### src/vpa_pkg.sv
// Package for the vital product data access unit: map, fields, types
package vpa_pkg;
   // ---------------------------------------------------------------
   // Register map (byte offsets in configuration space)
   // ---------------------------------------------------------------
   localparam logic [7:0] VPA_OFF_HEADER = 8'hE4;
   localparam logic [7:0] VPA_OFF_ADDR = 8'hE6;
   localparam logic [7:0] VPA_OFF_DATA = 8'hE8;
   localparam logic [5:0] VPA_DW_CTRL = VPA_OFF_HEADER[7:2];
   localparam logic [5:0] VPA_DW_DATA = VPA_OFF_DATA[7:2];

   // ---------------------------------------------------------------
   // Field values and positions
   // ---------------------------------------------------------------
   localparam logic [7:0] VPA_CAP_ID = 8'h03;
   localparam logic [7:0] VPA_NEXT_PTR = 8'hEC;
   localparam int VPA_ADDR_W = 9;
   localparam int VPA_FLAG_BIT = 15;
   localparam int VPA_ROM_AW = 10;
   localparam logic [VPA_ROM_AW-1:0] VPA_ROM_BASE = 10'h080;
   localparam logic [VPA_ADDR_W-1:0] VPA_ADDR_RST = 9'h000;
   localparam logic VPA_FLAG_RST = 1'b0;
   localparam logic [1:0] VPA_LAST_BYTE = 2'h3;
   localparam int VPA_BYTE_LANES = 4;

   // ---------------------------------------------------------------
   // Types
   // ---------------------------------------------------------------
   typedef enum logic {VPA_IDLE, VPA_XFER} vpa_state_e;

   // One configuration access, single cycle
   typedef struct packed {
      logic valid;
      logic write;
      logic [7:0] addr;
      logic [3:0] be;
      logic [31:0] wdata;
   } vpa_cfg_req_s;

   typedef struct packed {
      logic valid;
      logic [31:0] rdata;
   } vpa_cfg_rsp_s;

   // One serial ROM byte request, held until acknowledged
   typedef struct packed {
      logic valid;
      logic write;
      logic [VPA_ROM_AW-1:0] addr;
      logic [7:0] wdata;
   } vpa_rom_req_s;
endpackage
### src/vpa_access.sv
// Vital product data access unit: capability registers and ROM sequencer
// Contract
// - Header low byte reads capability id 03h
// - Header high byte reads next pointer ECh
// - Nine-bit read-write byte address field
// - ROM location is address plus base 080h
// - Address bits 14:9 read zero, ignore writes
// - Writing flag 0 starts four-byte read
// - Read completion sets flag to 1
// - Writing flag 1 starts four-byte write
// - Write completion clears flag to 0
// - Any start address, four consecutive bytes
// - Same offsets from primary and secondary sides
// - Data register holds 32-bit transfer data
// - Byte 0 maps to starting address
`timescale 1ns/100ps
module vpa_access (
   input wire logic i_ref_clk,
   input wire logic i_reset,
   input wire vpa_pkg::vpa_cfg_req_s i_pri_req,
   output vpa_pkg::vpa_cfg_rsp_s o_pri_rsp,
   input wire vpa_pkg::vpa_cfg_req_s i_sec_req,
   output vpa_pkg::vpa_cfg_rsp_s o_sec_rsp,
   output vpa_pkg::vpa_rom_req_s o_rom_req,
   input wire logic i_rom_ack,
   input wire logic [7:0] i_rom_rdata,
   output logic o_busy
);
   import vpa_pkg::*;

   // ---------------------------------------------------------------
   // State
   // ---------------------------------------------------------------
   vpa_state_e state_ff, nxt_state;
   logic [VPA_ADDR_W-1:0] addr_ff, nxt_addr;
   logic flag_ff, nxt_flag;
   logic [31:0] data_ff, nxt_data;
   logic [1:0] idx_ff, nxt_idx;
   vpa_rom_req_s rom_ff, nxt_rom;
   vpa_cfg_rsp_s pri_rsp_ff, nxt_pri_rsp;
   vpa_cfg_rsp_s sec_rsp_ff, nxt_sec_rsp;
   logic busy_ff, nxt_busy;

   // ---------------------------------------------------------------
   // Helpers
   // ---------------------------------------------------------------
   // one decode shared by both sides
   function automatic logic [31:0] read_word(input logic [5:0] dw,
                                             input logic [VPA_ADDR_W-1:0] a,
                                             input logic f,
                                             input logic [31:0] d);
      logic [31:0] w;
      w = 32'h0000_0000;
      if (dw == VPA_DW_CTRL) begin
         w[7:0] = VPA_CAP_ID;
         w[15:8] = VPA_NEXT_PTR;
         w[16 +: VPA_ADDR_W] = a;
         w[16 + VPA_FLAG_BIT] = f;
      end else if (dw == VPA_DW_DATA) begin
         w = d;
      end
      return w;
   endfunction

   // byte-enabled update of the data word
   function automatic logic [31:0] merge_bytes(input logic [31:0] old,
                                               input logic [31:0] wd,
                                               input logic [3:0] be);
      logic [31:0] r;
      r = old;
      for (int i = 0; i < VPA_BYTE_LANES; i++) begin
         if (be[i]) begin
            r[8*i +: 8] = wd[8*i +: 8];
         end
      end
      return r;
   endfunction

   function automatic logic is_write(input vpa_cfg_req_s q, input logic [5:0] dw);
      return q.valid && q.write && (q.addr[7:2] == dw);
   endfunction

   // base plus byte address plus lane index
   function automatic logic [VPA_ROM_AW-1:0] rom_addr(input logic [VPA_ADDR_W-1:0] a,
                                                      input logic [1:0] i);
      return VPA_ROM_BASE + {1'b0, a} + {8'h00, i};
   endfunction

   // ---------------------------------------------------------------
   // Next-state logic
   // ---------------------------------------------------------------
   always_comb begin
      vpa_cfg_req_s wr;
      logic start;
      wr = i_sec_req;
      start = 1'b0;
      nxt_state = state_ff;
      nxt_addr = addr_ff;
      nxt_flag = flag_ff;
      nxt_data = data_ff;
      nxt_idx = idx_ff;
      nxt_rom = rom_ff;

      // Primary wins when both sides write in the same cycle
      if (i_pri_req.valid && i_pri_req.write) begin
         wr = i_pri_req;
      end

      unique case (state_ff)
         VPA_IDLE: begin
            if (is_write(wr, VPA_DW_DATA)) begin
               nxt_data = merge_bytes(data_ff, wr.wdata, wr.be);
            end
            if (is_write(wr, VPA_DW_CTRL)) begin
               if (wr.be[2]) begin
                  nxt_addr[7:0] = wr.wdata[23:16];
               end
               // Flag byte write launches the access
               if (wr.be[3]) begin
                  nxt_addr[VPA_ADDR_W-1] = wr.wdata[16 + VPA_ADDR_W - 1];
                  nxt_flag = wr.wdata[16 + VPA_FLAG_BIT];
                  start = 1'b1;
               end
            end
            if (start) begin
               // flag 0 is a read; flag 1 is a write
               nxt_state = VPA_XFER;
               nxt_idx = 2'h0;
               nxt_rom.valid = 1'b1;
               nxt_rom.write = nxt_flag;
               nxt_rom.addr = rom_addr(nxt_addr, 2'h0);
               nxt_rom.wdata = nxt_data[7:0];
            end
         end
         VPA_XFER: begin
            // register writes ignored, flag untouched while busy
            if (i_rom_ack) begin
               // lane index equals offset from start
               if (!rom_ff.write) begin
                  nxt_data[8*idx_ff +: 8] = i_rom_rdata;
               end
               if (idx_ff == VPA_LAST_BYTE) begin
                  nxt_state = VPA_IDLE;
                  nxt_rom.valid = 1'b0;
                  // read done sets flag; write done clears it
                  nxt_flag = !rom_ff.write;
               end else begin
                  nxt_idx = idx_ff + 2'h1;
                  nxt_rom.addr = rom_addr(addr_ff, idx_ff + 2'h1);
                  nxt_rom.wdata = data_ff[8*(idx_ff + 2'h1) +: 8];
               end
            end
         end
      endcase
   end

   // ---------------------------------------------------------------
   // Registers
   // ---------------------------------------------------------------
   always_ff @(posedge i_ref_clk) begin
      if (i_reset) begin
         state_ff <= VPA_IDLE;
         addr_ff <= VPA_ADDR_RST;
         flag_ff <= VPA_FLAG_RST;
         data_ff <= 32'h0000_0000;
         idx_ff <= 2'h0;
         rom_ff <= '0;
      end else begin
         state_ff <= nxt_state;
         addr_ff <= nxt_addr;
         flag_ff <= nxt_flag;
         data_ff <= nxt_data;
         idx_ff <= nxt_idx;
         rom_ff <= nxt_rom;
      end
   end

   // ---------------------------------------------------------------
   // Read answers
   // ---------------------------------------------------------------
   // both sides answer from the same registers, one cycle later
   always_comb begin
      nxt_pri_rsp.valid = i_pri_req.valid && !i_pri_req.write;
      nxt_pri_rsp.rdata = read_word(i_pri_req.addr[7:2], addr_ff, flag_ff, data_ff);
      nxt_sec_rsp.valid = i_sec_req.valid && !i_sec_req.write;
      nxt_sec_rsp.rdata = read_word(i_sec_req.addr[7:2], addr_ff, flag_ff, data_ff);
   end

   always_ff @(posedge i_ref_clk) begin
      if (i_reset) begin
         pri_rsp_ff <= '0;
         sec_rsp_ff <= '0;
      end else begin
         pri_rsp_ff <= nxt_pri_rsp;
         sec_rsp_ff <= nxt_sec_rsp;
      end
   end

   // ---------------------------------------------------------------
   // Busy indication
   // ---------------------------------------------------------------
   // Follows the next state so busy and the flag settle on one edge
   always_comb begin
      nxt_busy = (nxt_state == VPA_XFER);
   end

   always_ff @(posedge i_ref_clk) begin
      if (i_reset) begin
         busy_ff <= 1'b0;
      end else begin
         busy_ff <= nxt_busy;
      end
   end

   assign o_pri_rsp = pri_rsp_ff;
   assign o_sec_rsp = sec_rsp_ff;
   assign o_rom_req = rom_ff;
   assign o_busy = busy_ff;
endmodule // vpa_access

### config.mk
export PLATFORM = sky130hd
export DESIGN_NAME = vpa_access
export DESIGN_NICKNAME = d
export VERILOG_FILES = /design/src/vpa_pkg.sv /design/src/vpa_access.sv
export SDC_FILE = /design/constraint.sdc
export NUM_CORES = 1
export LEC_CHECK = 0
export BUFFER_PORTS_ARGS = -buffer_cell sky130_fd_sc_hd__buf_2
export CORE_MARGIN = 3
export CORE_UTILIZATION = 50
export CTS_BUF_LIST = sky130_fd_sc_hd__clkbuf_2 sky130_fd_sc_hd__clkbuf_4 sky130_fd_sc_hd__clkbuf_8
export CTS_CLUSTER_SIZE = 8
export DETAILED_ROUTE_END_ITERATION = 10
export PLACE_DENSITY = 0.79
export SETUP_SLACK_MARGIN = 0.2
export SYNTH_ARGS = -nofsm -noshare
export SYNTH_HDL_FRONTEND = slang
export SYNTH_SLANG_ARGS = --single-unit
### constraint.sdc
create_clock -name i_ref_clk -period 3.6 [get_ports i_ref_clk]
set_input_delay 0.18 -clock i_ref_clk [delete_from_list [all_inputs] [get_ports i_ref_clk]]
set_output_delay 0.18 -clock i_ref_clk [all_outputs]
set_load 0.05 [all_outputs]
# == Yosys cells after proc, flatten, opt, wreduce, memory -nomap -nowiden ==
# Index checks and enable logic that the tools add are counted.
# op_classes
n_addsub,6
n_eq_ne,16
n_shift,3
mux,43
bitwise,3
n_reduce_logical,19
# op_table
operator,n
32-bit 2-to-1 mux,5
32-bit case mux with 2 select lines,1
25-bit 2-to-1 mux,2
46-bit 2-to-1 mux,1
8-bit 2-to-1 mux,5
"6-bit == test, second input constant",6
18-bit 2-to-1 mux,2
18-bit case mux with 2 select lines,1
5-bit negation with 34-bit output,1
"8-bit by 34-bit variable shift with 32-bit output, first input constant",1
8-bit by 34-bit indexed part select with 32-bit output,1
32-bit bitwise mux,1
32-bit by 7-bit indexed part select with 8-bit output,1
"8-bit by 9-bit adder with 10-bit output, first input constant",2
20-bit 2-to-1 mux,1
9-bit 2-to-1 mux,2
"2-bit != test, second input constant",8
1-bit 2-to-1 mux,15
4-bit AND reduction,3
10-bit by 2-bit adder with 10-bit output,1
1-bit logical AND,6
2-bit 2-to-1 mux,3
1-bit case mux with 2 select lines,3
2-bit AND reduction,3
9 further kinds,15
# word_totals
ff_bits,131
input_bits,103
word_cells,108

# == Depth between registers and ports, before layout ==
# Gate-level depths: netlist of the first run.
# depth
depth_word,9
depth_mapped,13
depth_no_buf,10

# == Least setup slack after synthesis of the first run ==
# OpenSTA, ideal clock, no wires.
# synth_timing
kind,register -> register
startpoint,reg idx_ff[1]
endpoint,reg data_ff[0]
setup_time_ns,0.086
arrival_time_ns,2.411
setup_slack_ns,1.104
path_stages_with_launch,7
path_buffers,1
path_cell_list,dfxtp_1 clkbuf_1 inv_1 ha_1 nor4_1 a22oi_1 a211oi_1
# synth_via
elab_chain_cells,6
# synth_rtl
element,line,rtl
"start, declared",vpa_access.sv:38,"logic [1:0] idx_ff, nxt_idx;"
"start signal, assigned",vpa_access.sv:173,idx_ff <= nxt_idx;
5-bit negation with 34-bit output (*),vpa_access.sv:140,nxt_data[8*idx_ff +: 8] = i_rom_rdata;
8-bit by 34-bit indexed part select with 32-bit output / 8-bit by 34-bit variable shift with 32-bit output (equally long branches),vpa_access.sv:140,
32-bit bitwise mux (*),vpa_access.sv:140,
32-bit 2-to-1 mux (*),vpa_access.sv:139,if (!rom_ff.write) begin
32-bit 2-to-1 mux (*),vpa_access.sv:137,if (i_rom_ack) begin
32-bit case mux with 2 select lines (*),vpa_access.sv:109,unique case (state_ff)
"end signal, assigned",vpa_access.sv:172,data_ff <= nxt_data;
"end, declared",vpa_access.sv:37,"logic [31:0] data_ff, nxt_data;"
# Mark *: on every way between the ends. The rest lies on a longest branch, timed or not. The select of a mux whose other input is x is not followed.
# A chain may end at the register's enable or synchronous reset.

# == Final worst setup path of the first run ==
# layout_timing
startpoint,in i_pri_req[44] (netlist bit)
endpoint,"reg rom_ff, in the netlist o_rom_req[16]"
# layout_via
elab_chain_cells,9
# layout_rtl
element,line,rtl
"start, declared",vpa_access.sv:20,"input wire vpa_pkg::vpa_cfg_req_s i_pri_req,"
1-bit logical AND,vpa_access.sv:105,if (i_pri_req.valid && i_pri_req.write) begin
46-bit 2-to-1 mux (*),vpa_access.sv:105,
6-bit == test / 1-bit logical AND (equally long branches),vpa_access.sv:80,return q.valid && q.write && (q.addr[7:2] == dw);
1-bit logical AND,vpa_access.sv:80,
9-bit 2-to-1 mux,vpa_access.sv:114,"if (is_write(wr, VPA_DW_CTRL)) begin"
9-bit 2-to-1 mux,vpa_access.sv:109,
8-bit by 9-bit adder with 10-bit output,vpa_access.sv:86,"return VPA_ROM_BASE + {1'b0, a} + {8'h00, i};"
20-bit 2-to-1 mux,vpa_access.sv:125,if (start) begin
18-bit case mux with 2 select lines,vpa_access.sv:109,
"end signal, assigned",vpa_access.sv:174,rom_ff <= nxt_rom;
"end, declared",vpa_access.sv:39,"vpa_rom_req_s rom_ff, nxt_rom;"
# Marks and branches as above.

==> flow_summary.yaml, run 1 <==
yosys:
  synth_cells: 658
  syn_avg_cell_area_sq_um: 8.99
  synth.cell_area_sq_um: 5920
  yosys_warnings: 0
  yosysSeqAreaShare_pct: 44.3
  synthFlopType: "dfxtp_1"
  ys_ff_latch: 131
  async_reset_ff_share_pct: 0
  syn_nets: 769
  synth.distinct_cells: 55
  synth_edf_count: 0
detailed_routing:
  ant_nets: 0
  drc: 0
  drt_iter0_markers: 441
  vias: 5530
  wl_per_cell_microns: 17.7
  drtPass1Iterations: 7
  via_per_inst: 5.63
  wl_microns: 17400
global_routing:
  grt_max_degree: 38
  grt_pass1_vias: 5369
  grt-ovfl-total: 0
  grt_pass1_wl_microns: 27300
  grt_usage_pct: 26.5
  antenna_found_initial: 0
cells_and_area:
  antenna_cells: 0
  area_delta_synth_final_pct: 23.7
  nets: 938
  fillers: 968
  fin_cells: 983
  drive_gt1_share_pct: 31.0
power_and_ir_drop:
  leakage_nw: 3.51
  total_power_mw: 2.89
  powerDensity_nw_per_um2: 395
  ir_worst_vdd_mv: 0.172
floorplan:
  dieArea_sq_um: 13200
  ios: 190
  coreArea_sq_um: 11500
  std_cell_rows: 39
  die_w_microns: 115
  start_util_pct: 51.4
  fp.dieH_microns: 115
hold_path:
  hold_path.class: "primary input to flip-flop"
  hold_depth: 2
  hold_end: "o_pri_rsp[32]$_SDFF_PP0_"
  hold_start: "i_pri_req[45]"
cts:
  insertion_delay_ns: 0.43
  htree_levels: 4
  clk_transition_reported_paths_ns: 0.08
  numCtsBuffers: 17
  numClockSinks: 131
  clockBufferDepth: 2
  cts_tree: "done"
  cts-root-buf: "clkbuf_8"
  cts_resized: 0
setup_path:
  cp.arrival_ns: 3.29
  setup.worst_path.end_class: "flip-flop"
  crit_path_start_kind: "primary input"
  required_ns: 3.96
  r2r_setup_slack_ns: 0.87
  rr_worst_depth: 9
  reg2reg_to: "o_rom_req[15]$_SDFFE_PP0P_"
  worstPathMaxFanout: 26
  critPathKind: "primary input to flip-flop"
  reg2reg_from: "idx_ff[0]$_SDFFE_PP0P_"
sta:
  skew_ns: 0.0107
  timing.slew.headroom_pct: 29.6
  hold_violations: 0
  slew_viol_final: 0
  max_freq_mhz: 342
  tightest_slew_ns: 1.05
  grt_setup_unrepaired: "false"
  period_minus_slack_ns: 2.93
  fin_crit_sh_pct: 81.3
  fin_tns_setup_ns: 0
  setup_viol: 0
placement:
  dpl.cell_count: 948
  gp_congestion: 0.869
  io_buffers: 185
  dp_hpwl_microns: 12800
run_status:
  status: "finished clean"
job:
  cap_violations: 0
## metrics by stage
stage	hold WS, ns	instance area [sq um]	util, %	setup slack, ns
2_1_floorplan	0.256	5920	-	1.10
3_3_place_gp	0.359	6890	59.9	0.840
3_5_place_dp	0.365	6890	59.9	0.747
4_1_cts	0.0179	7320	63.5	0.679
5_1_grt	0.0196	7320	63.5	0.483
6_report	0.0376	7320	63.5	0.674
## per-layer routing
| layer | up-vias | global-route usage (%) | routed length, microns |
|---|---|---|---|
| li1 | 2649 | - | - |
| met1 | 2569 | 34.8 | 7430 |
| met2 | 273 | 43.0 | 8050 |
| met3 | 39 | 5.58 | 1470 |
| met4 | 0 | 10.3 | 464 |
| met5 | - | 0 | 0 |
## area by class of cell
cell class / instances / area, sq um / share of cell area (%)
clock buffers: 18 / 241 / 3.30
clock inverters: 14 / 154 / 2.10
inverters: 18 / 67.6 / 0.923
multi-input cells: 459 / 3010 / 41.1
flip-flops and latches: 131 / 2620 / 35.8
well taps: 143 / 179 / 2.44
repair buffers: 200 / 1050 / 14.3
## kinds of logic after synthesis
family                     count (synthesis)  synth area share [%]
AOI/OAI and AO/OA                        163                  20.4
and+or+nand+nor                          232                  18.2
buffers and inverters                     68                  5.24
xor gates and xnor gates                   8                  1.18
DFF                                      131                  44.3
adders and majority gates                  8                  1.82
muxes                                     48                  8.86
## Yosys cell counts, types with 7 or more instances
master	n	area, sq um
a22oi_1	9	67.6
a221oi_1	12	105
dfxtp_1	131	2620
mux2i_1	37	370
a211oi_1	31	233
nor2_1	59	221
a21o_1	16	120
mux2_4	8	120
and2_1	31	194
clkbuf_1	34	128
inv_1	18	67.6
a21oi_1	34	170
o21ai_0	18	90.1
a22o_1	23	201
buf_2	8	40.0
ha_1	7	87.6
nand2_1	97	364
nor3_1	15	75.1
## worst max-delay path, stage by stage
cell and delay, ns:
dlygate4sd3_1 0.53, buf_2 0.14, and2_4 0.23, or3_1 0.50, a211oi_1 0.59, mux2_2 0.42
ha_1 0.28, inv_1 0.04, a21oi_1 0.11, a21oi_1 0.06, nor3_2 0.19
## worst max-delay path by stage
stage	startpoint	end	slack, ns	depth (start not counted)
finish	i_pri_req[44]	o_rom_req[16]$_SDFFE_PP0P_	0.67	11
global route	i_pri_req[44]	o_rom_req[16]$_SDFFE_PP0P_	0.48	11
CTS	i_pri_req[44]	o_rom_req[16]$_SDFFE_PP0P_	0.68	11
detailed placement	i_sec_req[40]	o_rom_req[16]$_SDFFE_PP0P_	0.75	10
global placement	i_sec_req[40]	o_rom_req[16]$_SDFFE_PP0P_	0.84	10
floorplan	idx_ff[1]$_SDFFE_PP0P_	data_ff[0]$_SDFFE_PP0P_	1.10	6
## what timing repair did
item	4_1_cts	5_1_grt
hold endpoints to repair	2	0
hold buffers	3	0
setup buffers	0	0
## flip-flops by register name, summed over array words and instances (netlist names)
| signal | flops |
|---|---|
| data_ff | 32 |
| flag_ff | 1 |
| addr_ff | 9 |
| o_sec_rsp | 33 |
| o_rom_req | 20 |
| o_busy | 1 |
| o_pri_rsp | 33 |
| idx_ff | 2 |
## layout by cell type (no fill, tap or decap), types with 4 or more instances in the layout
| cell type | n |
|---|---|
| a21oi_1 | 34 |
| a221oi_1 | 12 |
| mux2_4 | 8 |
| xnor2_1 | 5 |
| and2_1 | 31 |
| nor3_2 | 6 |
| inv_1 | 18 |
| buf_4 | 12 |
| nor2_1 | 59 |
| a21o_1 | 16 |
| a211oi_1 | 31 |
| mux2i_1 | 37 |
| a22oi_1 | 9 |
| o21ai_0 | 18 |
| buf_2 | 185 |
| nand2b_1 | 4 |
| nand2_1 | 97 |
| dfxtp_1 | 131 |
| clkbuf_8 | 17 |
| ha_1 | 7 |
| nor3_1 | 13 |
| a22o_1 | 23 |
| clkinv_2 | 4 |
## power by group
| group | internal, mW | switching [mW] | total (mW) |
|---|---|---|---|
| Sequential | 1.45 | 0.00470 | 1.46 |
| Combinational | 0.0727 | 0.112 | 0.184 |
| Clock | 0.634 | 0.614 | 1.25 |
Power figures use the tool's default switching activity.
==> run 2, diff against run 1 <==
==> constraint.sdc (replaced) <==
create_clock -name i_ref_clk -period 2.75 [get_ports i_ref_clk]
set_input_delay 0.1375 -clock i_ref_clk [delete_from_list [all_inputs] [get_ports i_ref_clk]]
set_output_delay 0.1375 -clock i_ref_clk [all_outputs]
set_load 0.05 [all_outputs]
==> run 2 against run 1 <==
Against the previous run:
- critical path depth is 3 lower
- global-route usage is 0.92 points higher
- final area is 1.9% higher
- flip-flop and latch count stayed put
- worst setup slack worse by 0.43 ns
- clock power is 34% higher
- via count is 0.43% higher
==> flow_summary.yaml, run 2 (same netlist as run 1, synthesis figures left out) <==
setup_path:
  path_buf_inv: 2
  cpMaxStageDelayCell: "dlygate4sd3_1"
  slowest_delay_ns: 0.54
  crit_path_start_kind: "primary input"
  cp.arrival_ns: 2.81
  r2r_setup_slack_ns: 0.51
  rr_worst_depth: 8
  critPathKind: "primary input to flip-flop"
  worstPathMaxFanout: 8
  reg2reg_from: "idx_ff[0]$_SDFFE_PP0P_"
  cpLargestDelayFamily: "compound AO/OA/AOI/OAI gates"
  required_ns: 3.06
  setup.worst_path.end_class: "flip-flop"
  path_cells: "dlygate4sd3_1 -> buf_2 -> and2_4 -> or3_1 -> a22o_1 -> mux2_4 -> a221oi_1 -> nor3_1"
  reg2reg_to: "o_rom_req[14]$_SDFFE_PP0P_"
floorplan:
  coreArea_sq_um: 11500
  start_util_pct: 51.4
  fp.dieH_microns: 115
  ios: 190
  std_cell_rows: 39
  die_w_microns: 115
  dieArea_sq_um: 13200
power_and_ir_drop:
  leakage_nw: 3.57
  ir_worst_vdd_mv: 0.352
  powerDensity_nw_per_um2: 514
placement:
  gp_congestion: 0.873
  place_area_sq_um: 6960
  dp_hpwl_microns: 13600
  io_buffers: 185
run_status:
  status: "finished clean"
sta:
  fin_tns_setup_ns: 0
  hold_violations: 0
  skew_ns: 0.00737
  tightest_slew_ns: 0.834
  fin_crit_sh_pct: 91.0
  period_minus_slack_ns: 2.50
  setup_viol: 0
  fin_hold_ws_ns: 0.104
  timing.slew.headroom_pct: 44.4
  grt_setup_unrepaired: "true"
  slew_viol_final: 0
  max_freq_mhz: 400
hold_path:
  hold_path.class: "primary input to flip-flop"
  hold_depth: 3
  hold_end: "data_ff[8]$_SDFFE_PP0P_"
  hold_start: "i_rom_rdata[0]"
cells_and_area:
  drive_gt1_share_pct: 31.9
  regArea_sq_um: 2620
  final_common_cell: "buf_2"
  multi_input_area_sq_um: 3030
  layout_common_cells: "buf_2, dfxtp_1, nand2_1"
  antenna_cells: 0
  nets: 949
  fillers: 996
  final_area_sq_um: 7450
  area_delta_synth_final_pct: 26.0
cts:
  clockBufferDepth: 2
  cts_tree: "done"
  numClockSinks: 131
  cts-root-buf: "clkbuf_8"
  clk_transition_reported_paths_ns: 0.07
  insertion_delay_ns: 0.44
  htree_levels: 4
  numCtsBuffers: 17
detailed_routing:
  vias: 5554
  ant_nets: 0
  via_per_inst: 5.60
  drt_iter0_markers: 368
  wl_microns: 18000
  drtPass1Iterations: 5
  wl_per_cell_microns: 18.2
  drc: 0
global_routing:
  use_met3_pct: 5.53
  use_met1_pct: 35.2
  met2_usage_pct: 46.1
  grt.busiest_layer: "met2"
  grt-ovfl-total: 0
  grt_usage_pct: 27.4
  grt_pass1_vias: 5465
  grt_max_degree: 42
  grt_pass1_wl_microns: 28000
  antenna_found_initial: 0
job:
  cap_violations: 0
run 2: cell types whose count changed in the layout (fill, tap and decap cells not counted), sizes merged:
cell / before / now
buf: 197 / 207
clkinv: 7 / 3
inv: 22 / 18
clkbuf: 18 / 21
clkinvlp: 1 / 3
bufinv: 2 / 3
dlygate4sd3: 3 / 4
run 2: worst max path at each step:
stage / from / end / slack (ns) / cells after the start
3_5_place_dp: i_sec_req[40] / data_ff[28]$_SDFFE_PP0P_ / 0.19 / 7
3_3_place_gp: i_sec_req[40] / o_rom_req[16]$_SDFFE_PP0P_ / 0.25 / 10
4_1_cts: i_pri_req[44] / data_ff[28]$_SDFFE_PP0P_ / 0.26 / 8
2_1_floorplan: idx_ff[1]$_SDFFE_PP0P_ / data_ff[0]$_SDFFE_PP0P_ / 0.25 / 6
5_1_grt: i_pri_req[44] / o_rom_req[16]$_SDFFE_PP0P_ / 0.13 / 12
6_report: i_pri_req[44] / o_rom_req[4]$_SDFFE_PP0P_ / 0.25 / 8
run 2: final cells by class:
type / instances / share of cell area, %
Clock buffer: 21 / 3.71
Clock inverter: 9 / 1.76
Inverter: 18 / 0.906
Multi-Input combinational cell: 459 / 40.7
Sequential cell: 131 / 35.2
Tap cell: 143 / 2.40
Timing Repair Buffer: 211 / 15.4
run 2: through the flow:
| stage | power (mW) | utilization [%] | worst slack (ns) | cells |
|---|---|---|---|---|
| floorplan | 2.07 | - | 0.254 | 658 |
| global placement | 2.19 | 60.4 | 0.254 | 957 |
| detailed placement | 2.19 | 60.4 | 0.185 | 957 |
| CTS | 3.85 | 64.3 | 0.265 | 991 |
| global route | 3.96 | 64.7 | 0.131 | 992 |
| finish | 3.83 | 64.7 | 0.247 | 992 |
run 2: per-layer routing:
layer  share of wire, %  up-vias  wire length, microns
li1                   -     2663                     -
met3                6.9       34                  1240
met2                 48      252                  8640
met4                2.1        0                   384
met5                  0        -                     0
met1                 43     2605                  7750
run 2: power breakdown:
part / internal [mW] / switching [mW] / total (mW)
combinational: 0.0991 / 0.149 / 0.248
clock: 0.952 / 0.723 / 1.68
sequential: 1.90 / 0.00611 / 1.91
total: 2.96 / 0.878 / 3.83
run 2: worst min-delay path, cell delays in order:
cell and delay, ns:
buf_2 0.15, a21oi_1 0.13, a211oi_1 0.07
run 2: repair_timing:
action,in CTS,in global routing
gates resized for setup,0,6
endpoints found under the hold margin,2,0
hold buffers,4,0
buffers inserted,0,1
setup endpoints to repair,0,28
